## src/uof_pkg.sv

```systemverilog
`default_nettype none
package uof_pkg;
    // Register byte addresses
    localparam logic [7:0] UOF_LOCK_CTRL_OFS = 8'h00;
    localparam logic [7:0] UOF_OC_CTRL_OFS   = 8'h04;
    localparam logic [7:0] UOF_STATUS_OFS    = 8'h08;
    localparam logic [7:0] UOF_MASK_OFS      = 8'h0c;
    // Field positions
    localparam int UOF_LOCK_EN_BIT   = 7;
    localparam int UOF_LOCK_RSVD_BIT = 6;
    localparam int UOF_OC_EN_BIT     = 7;
    localparam int UOF_BLANK_LSB     = 5;
    localparam int UOF_ST_LOW_BIT    = 0;
    localparam int UOF_ST_OC_BIT     = 1;
    // Values after reset
    localparam logic [7:0] UOF_LOCK_CTRL_RST = 8'h00;
    localparam logic [7:0] UOF_OC_CTRL_RST   = 8'h00;
    localparam logic [1:0] UOF_MASK_RST      = 2'h0;
    // Clock and blanking times
    localparam int UOF_CLK_PERIOD_NS = 4;
    localparam int UOF_BLANK0_NS     = 114;
    localparam int UOF_BLANK1_NS     = 213;
    localparam int UOF_BLANK2_NS     = 400;
    localparam int UOF_BLANK3_NS     = 780;
    localparam logic [7:0] UOF_BLANK0_CYC = 8'((UOF_BLANK0_NS
        + UOF_CLK_PERIOD_NS - 1) / UOF_CLK_PERIOD_NS);
    localparam logic [7:0] UOF_BLANK1_CYC = 8'((UOF_BLANK1_NS
        + UOF_CLK_PERIOD_NS - 1) / UOF_CLK_PERIOD_NS);
    localparam logic [7:0] UOF_BLANK2_CYC = 8'((UOF_BLANK2_NS
        + UOF_CLK_PERIOD_NS - 1) / UOF_CLK_PERIOD_NS);
    localparam logic [7:0] UOF_BLANK3_CYC = 8'((UOF_BLANK3_NS
        + UOF_CLK_PERIOD_NS - 1) / UOF_CLK_PERIOD_NS);

    // Settings handed to the analog threshold DACs
    typedef struct packed {
        logic       lockout_enable;
        logic [5:0] lockout_threshold_code;
        logic       overcurrent_enable;
        logic [1:0] blanking_select;
        logic [4:0] current_limit_code;
    } uof_dac_t;

    function automatic logic [7:0] uof_blank_cycles(input logic [1:0] sel);
        logic [7:0] c;
        c = UOF_BLANK0_CYC;
        unique case (sel)
            2'h0: c = UOF_BLANK0_CYC;
            2'h1: c = UOF_BLANK1_CYC;
            2'h2: c = UOF_BLANK2_CYC;
            2'h3: c = UOF_BLANK3_CYC;
        endcase
        return c;
    endfunction
endpackage
`default_nettype wire

```

## src/uof_flags.sv

```systemverilog
`timescale 1ns/100ps
`default_nettype none
// Notes on behaviour
// - Input-low flag sets while the supply comparator reports input low.
// - Input-low flag clears itself once the supply is back above level.
// - Lockout control bit 7 enables lockout circuit; resets to 0.
// - Lockout control bits 5-0 hold the six-bit threshold code.
// - Lockout control bit 6 reads zero; writes ignored.
// - Both flags set regardless of any interrupt enable.
// - Overcurrent during high-side conduction ends the pulse and sets flag.
// - High-side drive restarts next switching cycle; ends again on overcurrent.
// - Software clears overcurrent flag; sets again unless a clean cycle passed.
// - Comparator ignored for selected blanking time after high-side turn-on.
// - Overcurrent control bit 7 enables detection; resets to 0.
// - Overcurrent control bits 4-0 hold the five-bit limit code.
module uof_flags (
    // Clock and reset
    input  wire logic            pclk,
    input  wire logic            presetn,
    // APB slave
    input  wire logic            psel,
    input  wire logic            penable,
    input  wire logic            pwrite,
    input  wire logic [7:0]      paddr,
    input  wire logic [31:0]     pwdata,
    output logic      [31:0]     prdata,
    output logic                 pready,
    output logic                 pslverr,
    // Analog front end
    input  wire logic            uv_comp_in,
    input  wire logic            oc_comp_in,
    output uof_pkg::uof_dac_t    dac_cfg,
    // Switching control
    input  wire logic            cycle_start,
    input  wire logic            hs_demand,
    output logic                 hs_drive,
    // Interrupt
    output logic                 irq
);
    import uof_pkg::*;

    typedef struct packed {
        logic [7:0]  lock_ctrl;
        logic [7:0]  oc_ctrl;
        logic [1:0]  mask;
        logic [31:0] rdata;
        logic        uv_meta;
        logic        uv_sync;
        logic        oc_meta;
        logic        oc_sync;
        logic        input_low_flag;
        logic        overcurrent_flag;
        logic        oc_pending;
        logic        oc_seen;
        logic        hs_allow;
        logic        hs_drive;
        logic [7:0]  blank_cnt;
    } uof_state_t;

    uof_state_t st_ff;
    uof_state_t nxt_st;

    logic setup_ph;
    logic access_ph;
    logic addr_ok;
    logic wr_lock;
    logic wr_oc;
    logic wr_mask;
    logic rd_clr;
    logic oc_event;
    logic [1:0] status;

    assign setup_ph  = psel && !penable;
    assign access_ph = psel && penable;
    assign addr_ok   = paddr == UOF_LOCK_CTRL_OFS || paddr == UOF_OC_CTRL_OFS
                    || paddr == UOF_STATUS_OFS || paddr == UOF_MASK_OFS;
    assign wr_lock   = access_ph && pwrite && paddr == UOF_LOCK_CTRL_OFS;
    assign wr_oc     = access_ph && pwrite && paddr == UOF_OC_CTRL_OFS;
    assign wr_mask   = access_ph && pwrite && paddr == UOF_MASK_OFS;
    // Only bits that were actually returned are cleared, so no late set is lost
    assign rd_clr    = access_ph && !pwrite && paddr == UOF_STATUS_OFS
                    && st_ff.rdata[UOF_ST_OC_BIT];

    // Blanked, enabled, synchronised overcurrent during conduction
    assign oc_event = st_ff.oc_sync && st_ff.hs_drive
                   && st_ff.oc_ctrl[UOF_OC_EN_BIT]
                   && st_ff.blank_cnt == 8'h00;

    assign status = {st_ff.overcurrent_flag, st_ff.input_low_flag};

    always_comb begin
        nxt_st = st_ff;
        // Two-stage synchronisers
        nxt_st.uv_meta = uv_comp_in;
        nxt_st.uv_sync = st_ff.uv_meta;
        nxt_st.oc_meta = oc_comp_in;
        nxt_st.oc_sync = st_ff.oc_meta;

        // Register writes
        if (wr_lock) begin
            nxt_st.lock_ctrl = pwdata[7:0];
            nxt_st.lock_ctrl[UOF_LOCK_RSVD_BIT] = 1'b0;
        end
        if (wr_oc) begin
            nxt_st.oc_ctrl = pwdata[7:0];
        end
        if (wr_mask) begin
            nxt_st.mask = pwdata[1:0];
        end

        // Read data captured in the setup phase
        if (setup_ph) begin
            nxt_st.rdata = 32'h0000_0000;
            unique case (paddr)
                UOF_LOCK_CTRL_OFS: nxt_st.rdata[7:0] = st_ff.lock_ctrl;
                UOF_OC_CTRL_OFS:   nxt_st.rdata[7:0] = st_ff.oc_ctrl;
                UOF_STATUS_OFS:    nxt_st.rdata[1:0] = status;
                UOF_MASK_OFS:      nxt_st.rdata[1:0] = st_ff.mask;
                default:           nxt_st.rdata = 32'h0000_0000;
            endcase
        end

        // Input-low flag follows the comparator, no software clear
        nxt_st.input_low_flag = st_ff.uv_sync
                             && st_ff.lock_ctrl[UOF_LOCK_EN_BIT];

        // Clean switching cycle releases the pending re-set
        if (cycle_start) begin
            if (!st_ff.oc_seen) begin
                nxt_st.oc_pending = 1'b0;
            end
            nxt_st.oc_seen = 1'b0;
        end
        if (oc_event) begin
            nxt_st.oc_seen    = 1'b1;
            nxt_st.oc_pending = 1'b1;
        end

        // Sticky overcurrent flag; set wins over the read clear
        nxt_st.overcurrent_flag = (st_ff.overcurrent_flag && !rd_clr)
                               || oc_event || st_ff.oc_pending;

        // High-side permission: cut on overcurrent, rearm each cycle
        if (cycle_start) begin
            nxt_st.hs_allow = 1'b1;
        end else if (oc_event) begin
            nxt_st.hs_allow = 1'b0;
        end
        nxt_st.hs_drive = hs_demand && nxt_st.hs_allow;

        // Leading-edge blanking counter loaded at each turn-on
        if (nxt_st.hs_drive && !st_ff.hs_drive) begin
            nxt_st.blank_cnt = uof_blank_cycles(
                st_ff.oc_ctrl[UOF_BLANK_LSB +: 2]);
        end else if (st_ff.blank_cnt != 8'h00) begin
            nxt_st.blank_cnt = st_ff.blank_cnt - 8'h01;
        end
    end

    always_ff @(posedge pclk or negedge presetn) begin
        if (!presetn) begin
            st_ff <= '0;
            st_ff.lock_ctrl <= UOF_LOCK_CTRL_RST;
            st_ff.oc_ctrl   <= UOF_OC_CTRL_RST;
            st_ff.mask      <= UOF_MASK_RST;
        end else begin
            st_ff <= nxt_st;
        end
    end

    assign prdata  = st_ff.rdata;
    assign pready  = 1'b1;
    assign pslverr = access_ph && !addr_ok;
    assign hs_drive = st_ff.hs_drive;
    assign irq = |(status & st_ff.mask);

    assign dac_cfg.lockout_enable         = st_ff.lock_ctrl[UOF_LOCK_EN_BIT];
    assign dac_cfg.lockout_threshold_code = st_ff.lock_ctrl[5:0];
    assign dac_cfg.overcurrent_enable     = st_ff.oc_ctrl[UOF_OC_EN_BIT];
    assign dac_cfg.blanking_select        = st_ff.oc_ctrl[UOF_BLANK_LSB +: 2];
    assign dac_cfg.current_limit_code     = st_ff.oc_ctrl[4:0];

    a_uv_flag_set: assert property (
        @(posedge pclk) disable iff (!presetn)
        st_ff.uv_sync && st_ff.lock_ctrl[UOF_LOCK_EN_BIT]
        |=> st_ff.input_low_flag)
        else $error("input low flag not set");

    a_uv_flag_clear: assert property (
        @(posedge pclk) disable iff (!presetn)
        !uv_comp_in ##1 !uv_comp_in |=> ##1 !st_ff.input_low_flag)
        else $error("input low flag did not self clear");

    a_uv_flag_low: assert property (
        @(posedge pclk) disable iff (!presetn)
        !st_ff.uv_sync |=> !st_ff.input_low_flag)
        else $error("input low flag held after supply recovered");

    a_uv_disabled: assert property (
        @(posedge pclk) disable iff (!presetn)
        !st_ff.lock_ctrl[UOF_LOCK_EN_BIT] |=> !st_ff.input_low_flag)
        else $error("input low flag set while lockout disabled");

    a_lock_en_write: assert property (
        @(posedge pclk) disable iff (!presetn)
        wr_lock |=> dac_cfg.lockout_enable == $past(pwdata[7])
        && dac_cfg.lockout_threshold_code == $past(pwdata[5:0]))
        else $error("lockout control write not applied");

    a_lock_bit6_zero: assert property (
        @(posedge pclk) disable iff (!presetn)
        access_ph && !pwrite && paddr == UOF_LOCK_CTRL_OFS
        |-> prdata[6] == 1'b0)
        else $error("lockout bit 6 read nonzero");

    a_rsvd_bit_zero: assert property (
        @(posedge pclk) disable iff (!presetn)
        !st_ff.lock_ctrl[UOF_LOCK_RSVD_BIT])
        else $error("lockout bit 6 stored nonzero");

    a_oc_flag_mask: assert property (
        @(posedge pclk) disable iff (!presetn)
        oc_event |=> st_ff.overcurrent_flag)
        else $error("overcurrent flag not set on event");

    a_oc_kill: assert property (
        @(posedge pclk) disable iff (!presetn)
        oc_event && !cycle_start
        |=> !hs_drive && st_ff.overcurrent_flag)
        else $error("overcurrent did not end pulse or set flag");

    a_oc_flag_cause: assert property (
        @(posedge pclk) disable iff (!presetn)
        $rose(st_ff.overcurrent_flag)
        |-> $past(st_ff.oc_sync && st_ff.hs_drive))
        else $error("overcurrent flag set without conduction");

    a_oc_restart: assert property (
        @(posedge pclk) disable iff (!presetn)
        cycle_start && hs_demand |=> hs_drive)
        else $error("high side not restarted at cycle start");

    a_drive_demand: assert property (
        @(posedge pclk) disable iff (!presetn)
        hs_drive |-> $past(hs_demand))
        else $error("high side driven without demand");

    a_oc_resets: assert property (
        @(posedge pclk) disable iff (!presetn)
        st_ff.oc_pending && rd_clr |=> st_ff.overcurrent_flag)
        else $error("overcurrent flag cleared without clean cycle");

    a_oc_sticky: assert property (
        @(posedge pclk) disable iff (!presetn)
        st_ff.overcurrent_flag && !rd_clr |=> st_ff.overcurrent_flag)
        else $error("overcurrent flag dropped without software");

    a_read_clear: assert property (
        @(posedge pclk) disable iff (!presetn)
        rd_clr && !st_ff.oc_pending && !oc_event
        |=> !st_ff.overcurrent_flag)
        else $error("overcurrent flag not cleared by read");

    a_pending_hold: assert property (
        @(posedge pclk) disable iff (!presetn)
        st_ff.oc_pending && !cycle_start |=> st_ff.oc_pending)
        else $error("pending re-set dropped inside a cycle");

    a_blank_load: assert property (
        @(posedge pclk) disable iff (!presetn)
        $rose(st_ff.hs_drive) |-> st_ff.blank_cnt ==
        uof_blank_cycles($past(st_ff.oc_ctrl[6:5])))
        else $error("blanking count wrong at turn on");

    a_turn_on_blank: assert property (
        @(posedge pclk) disable iff (!presetn)
        $rose(hs_drive) |-> st_ff.blank_cnt != 8'h00)
        else $error("turn on without blanking");

    a_blank_mask: assert property (
        @(posedge pclk) disable iff (!presetn)
        st_ff.blank_cnt != 8'h00 |-> !oc_event)
        else $error("overcurrent taken during blanking");

    a_blank_hold: assert property (
        @(posedge pclk) disable iff (!presetn)
        st_ff.blank_cnt != 8'h00 && hs_drive && hs_demand |=> hs_drive)
        else $error("high side cut during blanking");

    a_oc_disabled: assert property (
        @(posedge pclk) disable iff (!presetn)
        !dac_cfg.overcurrent_enable |-> !oc_event)
        else $error("overcurrent detected while disabled");

    a_oc_off_hold: assert property (
        @(posedge pclk) disable iff (!presetn)
        !st_ff.oc_ctrl[UOF_OC_EN_BIT] && hs_drive && hs_demand
        |=> hs_drive)
        else $error("high side cut while detection disabled");

    a_oc_code_write: assert property (
        @(posedge pclk) disable iff (!presetn)
        wr_oc |=> dac_cfg.current_limit_code == $past(pwdata[4:0]))
        else $error("limit code write not applied");

    a_uv_sync_lat: assert property (
        @(posedge pclk) disable iff (!presetn)
        $rose(st_ff.input_low_flag) |-> $past(uv_comp_in, 3))
        else $error("input low flag set without synchronised cause");
endmodule // uof_flags
`default_nettype wire

```

## config.mk

```make
export PLATFORM = sky130hd
export DESIGN_NAME = uof_flags
export DESIGN_NICKNAME = d
export VERILOG_FILES = /design/src/uof_pkg.sv /design/src/uof_flags.sv
export SDC_FILE = /design/constraint.sdc
export NUM_CORES = 1
export LEC_CHECK = 0
export BUFFER_PORTS_ARGS = -buffer_cell sky130_fd_sc_hd__buf_2
export CAP_MARGIN = 15
export CORE_MARGIN = 2
export CORE_UTILIZATION = 48
export DETAILED_ROUTE_END_ITERATION = 8
export PLACE_DENSITY = 0.79
export RECOVER_POWER = 25
export SYNTH_ARGS = -nofsm -noshare
export SYNTH_HDL_FRONTEND = slang
export SYNTH_SLANG_ARGS = --single-unit
```

## constraint.sdc

```tcl
create_clock -name pclk -period 2.55 [get_ports pclk]
set_clock_uncertainty 0.05 [all_clocks]
set_input_delay 0.765 -clock pclk [delete_from_list [all_inputs] [get_ports pclk]]
set_output_delay 0.765 -clock pclk [all_outputs]
set_load 0.1 [all_outputs]
```

# [Word level (Yosys, flattened, before mapping)]
# Index checks and enable logic that the tools add are counted.
[classes] add_sub_neg=1 eq_ne=7 mux=10 bitwise_logic=1 n_reduce_logical=35
[op_table] op="8-bit one-hot mux with 4 select lines" count=1
[op_table] op="1-bit logical AND" count=17
[op_table] op="8-bit by 4-bit equality test with 1-bit output (second input constant)" count=2
[op_table] op="8-bit zero test" count=2
[op_table] op="8-bit two-way mux" count=2
[op_table] op="6-bit one-hot mux with 2 select lines" count=1
[op_table] op="8-bit by 3-bit equality test with 1-bit output (second input constant)" count=1
[op_table] op="2-bit one-hot mux with 4 select lines" count=1
[op_table] op="8-bit nonzero test" count=1
[op_table] op="8-bit by 1-bit subtractor with 8-bit output (second input constant)" count=1
[op_table] op="1-bit zero test" count=5
[op_table] op="1-bit logical OR" count=5
[op_table] op="2-bit equality test (second input constant)" count=2
[op_table] op="2-bit two-way mux" count=2
[op_table] op="2-bit nonzero test" count=2
[op_table] op="1-bit two-way mux" count=3
[op_table] op="2-bit bitwise AND" count=1
[op_table] op="2-bit by 1-bit equality test with 1-bit output (second input constant)" count=1
[op_table] op="2-bit zero test" count=1
[op_table] op="2-bit by 1-bit inequality test with 1-bit output (second input constant)" count=1
[op_table] op="2-bit AND reduction" count=1
[op_table] op="2-bit OR reduction" count=1
[word_totals] regBits=43 out_inout_bits=51 elab_cells=69

# [Depth between registers and ports, before layout]
[depth] depth_word=8 mapped_depth=6 ltp_nobuf=5

# [Worst setup path after synthesis]
# Ideal clock, no wire load.
[synth_timing] path_type="input to output" startpoint="input paddr[5]" endpoint="output pslverr" arrival_time_ns=1.947 required_time_ns=1.735 slack_ns=-0.212 stages=3 path_cell_list="nor4_2 > nand2_1 > and3_1"
[synth_via] elab_chain_len=6
[synth_rtl] item="start: declaration" line_no="uof_flags.sv:24" rtl="input wire logic [7:0] paddr,"
[synth_rtl] item="8-bit by 3-bit equality test with 1-bit output / 8-bit zero test (equally long branches)" line_no="uof_flags.sv:75" rtl="assign addr_ok = paddr == UOF_LOCK_CTRL_OFS || paddr == UOF_OC_CTRL_OFS"
[synth_rtl] item="1-bit logical OR" line_no="uof_flags.sv:75"
[synth_rtl] item="1-bit logical OR" line_no="uof_flags.sv:76" rtl="|| paddr == UOF_STATUS_OFS || paddr == UOF_MASK_OFS;"
[synth_rtl] item="1-bit logical OR *" line_no="uof_flags.sv:76"
[synth_rtl] item="1-bit zero test *" line_no="uof_flags.sv:173" rtl="assign pslverr = access_ph && !addr_ok;"
[synth_rtl] item="1-bit logical AND *" line_no="uof_flags.sv:173"
[synth_rtl] item="end: declaration" line_no="uof_flags.sv:28" rtl="output logic pslverr,"
# Mark *: on every way between the ends. The rest lies on a longest branch, timed or not.

# [Final worst setup path]
# Ends and elaborated chain as after synthesis.

==> results.json <==
{
  "clock_latency_ns": 0.29,
  "holdWs_ns": 0.303,
  "powerDensity_nw_per_um2": 658,
  "cts.sinks": 43,
  "cts_buffer_depth": 2,
  "track_usage_pct": 16.9,
  "start_util_pct": 49.0,
  "ys_types": 49,
  "mostFrequentLayoutCells": "buf_2, dfrtp_1, conb_1",
  "ys.flop_type": "dfrtp_1",
  "dp_hpwl_mm": 3.37,
  "max_cap_viol_count": 0,
  "reg2reg_depth": 5,
  "ioPinCount": 100,
  "die_h_um": 75.8,
  "relSlewSlack_pct": 29.9,
  "placed_area_um2": 2550,
  "avgSynthCellArea_um2": 10.7,
  "yosys.area.top_type": "dfrtp_1",
  "fin_util_pct": 52.0,
  "post-route-cell-area_um2": 2620,
  "yosys-top-cells-area": "dfrtp_1, buf_4, mux2_2",
  "final-hold-violation-count": 0,
  "synth_top_area_share_pct": 43.5,
  "cts_tree": "built",
  "place_inst": 323,
  "nNetsFinal": 317,
  "min_path_cells": 0,
  "intPower_mw": 1.07,
  "synth_cells": 231,
  "cts_root_buf": "clkbuf_8",
  "antenna_left": 0,
  "final_cell_count_no_fill": 330,
  "grt_overflow": 0,
  "status": "finished clean",
  "io_buffers": 50,
  "grt_pass1_wl_mm": 7.36,
  "numCtsBuffers": 5,
  "place_congestion": 0.857,
  "combPwrFrac_pct": 30.1,
  "cp_max_fo": 2,
  "min_period_ns": 2.50,
  "worstPathRequired_ns": 1.74,
  "synth_edf_count": 0,
  "drc": 0,
  "die-area_um2": 5740,
  "p_clk_share_pct": 22.7,
  "routed_wl_mm": 4.49,
  "routed_via_density": 5.04,
  "routedWlPerCell_um": 13.6,
  "async_flop_share_pct": 100,
  "fmax_ghz": 0.400,
  "worstPathArrival_ns": 1.69,
  "grt_pass1_vias": 1671,
  "leakage_nw": 1.34,
  "drtPass1Iterations": 4,
  "p_sw_share_pct": 38.0,
  "final_common_cell": "buf_2",
  "cts.clk_slew.worst_paths_ns": 0.07,
  "num-fill-cells": 480,
  "synth_seq_area_share_pct": 43.5,
  "htreeDepth": 2,
  "ir_worst_vdd_uv": 494,
  "drv_slew": 0,
  "via_count": 1662,
  "layout-drive-gt1-share_pct": 33.8,
  "die_width_um": 75.8,
  "rsz0062_at_grt": "no",
  "seqPwrFrac_pct": 47.2,
  "fp-row-count": 26,
  "setup-violations-final": 0,
  "grt_antenna_before_repair": 0,
  "worst_pin_slew_ns": 1.05,
  "hold_class": "register to register",
  "power_switching_mw": 0.656,
  "hold_buffers": 0,
  "grt_max_degree": 44,
  "insertedDiodeCount": 0,
  "period_share_pct": 98.0,
  "drt_iter0_drc": 101,
  "design.core.area_um2": 5040,
  "ys_warn_count": 0,
  "synthToLayoutAreaGrowth_pct": 6.07,
  "syn_area_um2": 2470,
  "finalSetupTns_ns": 0,
  "cp-start-kind": "input pin",
  "ys_seq_elements": 43,
  "path_class": "input pin to output pin",
  "endpoint_kind": "output pin"
}
==> final cells by class <==
| class | instances | area (um2) | area share, % |
|---|---|---|---|
| inverter | 6 | 22.5 | 0.859 |
| clock buffer | 6 | 72.6 | 2.77 |
| timing repair buffer | 56 | 299 | 11.4 |
| tap | 70 | 87.6 | 3.34 |
| sequential | 43 | 1080 | 41.0 |
| multi-input combinational | 149 | 1060 | 40.6 |
==> per-stage QoR <==
step | total power [mW] | worst slack, ns
3_5_place_dp | 1.35 | -0.0498
2_1_floorplan | 1.29 | 0.0444
6_report | 1.73 | 0.0498
4_1_cts | 1.74 | 0.00263
5_1_grt | 1.82 | 0.000787
3_3_place_gp | 1.33 | -0.0598
==> per-layer routing <==
layer | routed length [um] | up-vias | global-route usage [%]
met4 | 59 | 0 | 7.02
met5 | 0 | - | 0
met2 | 2300 | 51 | 29.5
met1 | 1950 | 814 | 20.6
li1 | - | 793 | -
met3 | 187 | 4 | 3.04
==> state kept, by name, summed over array words and instances, names as in the netlist <==
register,cells
dac_cfg,15
hs_drive,1
nxt_st,2
prdata,8
st_ff,17
==> power by group through the flow <==
stage	clock [mW]	sequential (mW)	combinational [mW]
3_3_place_gp	0	0.821	0.508
3_5_place_dp	0	0.827	0.521
4_1_cts	0.404	0.813	0.523
6_report	0.391	0.815	0.519
2_1_floorplan	0	0.804	0.491
5_1_grt	0.430	0.824	0.562
==> cell usage after synthesis (2+ instances only) <==
master,count
nand4_1,2
conb_1,2
nor2_1,7
nor2b_1,3
o41ai_1,2
mux2i_1,6
a21o_1,3
nor3b_1,2
dfrtp_1,43
a31oi_1,2
a21oi_1,2
and3b_1,2
buf_4,49
o21ai_0,10
ha_1,7
xnor2_1,2
and3_1,2
o32ai_1,2
nand2b_1,3
nor3_1,6
or3b_2,2
o22ai_1,4
nand2_1,13
mux4_2,2
clkbuf_1,3
nand4b_1,2
mux2_2,17
clkbuf_2,2
nand3_1,4
inv_1,6
==> critical path, stage by stage <==
cell and delay (ns):
buf_2 0.11, nor4_4 0.28, nand2_1 0.11, and3_2 0.24, buf_6 0.18
==> final timing paths <==
| check | startpoint | slack (ns) | to |
|---|---|---|---|
| setup reg to reg | st_ff[0]$_DFFE_PN0P_ | 0.56 | st_ff[9]$_DFF_PN0_ |
| min in group asynchronous | presetn | 0.70 | prdata[6]$_DFFE_PN0P_ |
| hold / removal | nxt_st[14]$_DFF_PN0_ | 0.30 | st_ff[14]$_DFF_PN0_ |
| hold reg to reg | nxt_st[14]$_DFF_PN0_ | 0.30 | st_ff[14]$_DFF_PN0_ |
| max in group asynchronous | presetn | 1.11 | st_ff[5]$_DFFE_PN0P_ |
| setup / recovery | paddr[5] | 0.05 | pslverr |
==> what timing repair did <==
item	in CTS	in global routing
buffers inserted	0	1
pin swaps	0	1
resized for setup	1	1
hold endpoints to repair	0	0
setup endpoints to repair	1	1
==> cells by family after synthesis <==
logic type                 Yosys count  synth area share (%)
muxes                               25                  12.0
AOI/OAI and AO/OA                   31                  8.40
DFF                                 43                  43.5
adders and majority gates            7                  3.54
buffers and inverters               62                  17.3
and+or+nand+nor                     58                  13.9
xor gates and xnor gates             3                  1.06
other                                2                 0.304
No activity file was read; power rests on OpenSTA's default activity.
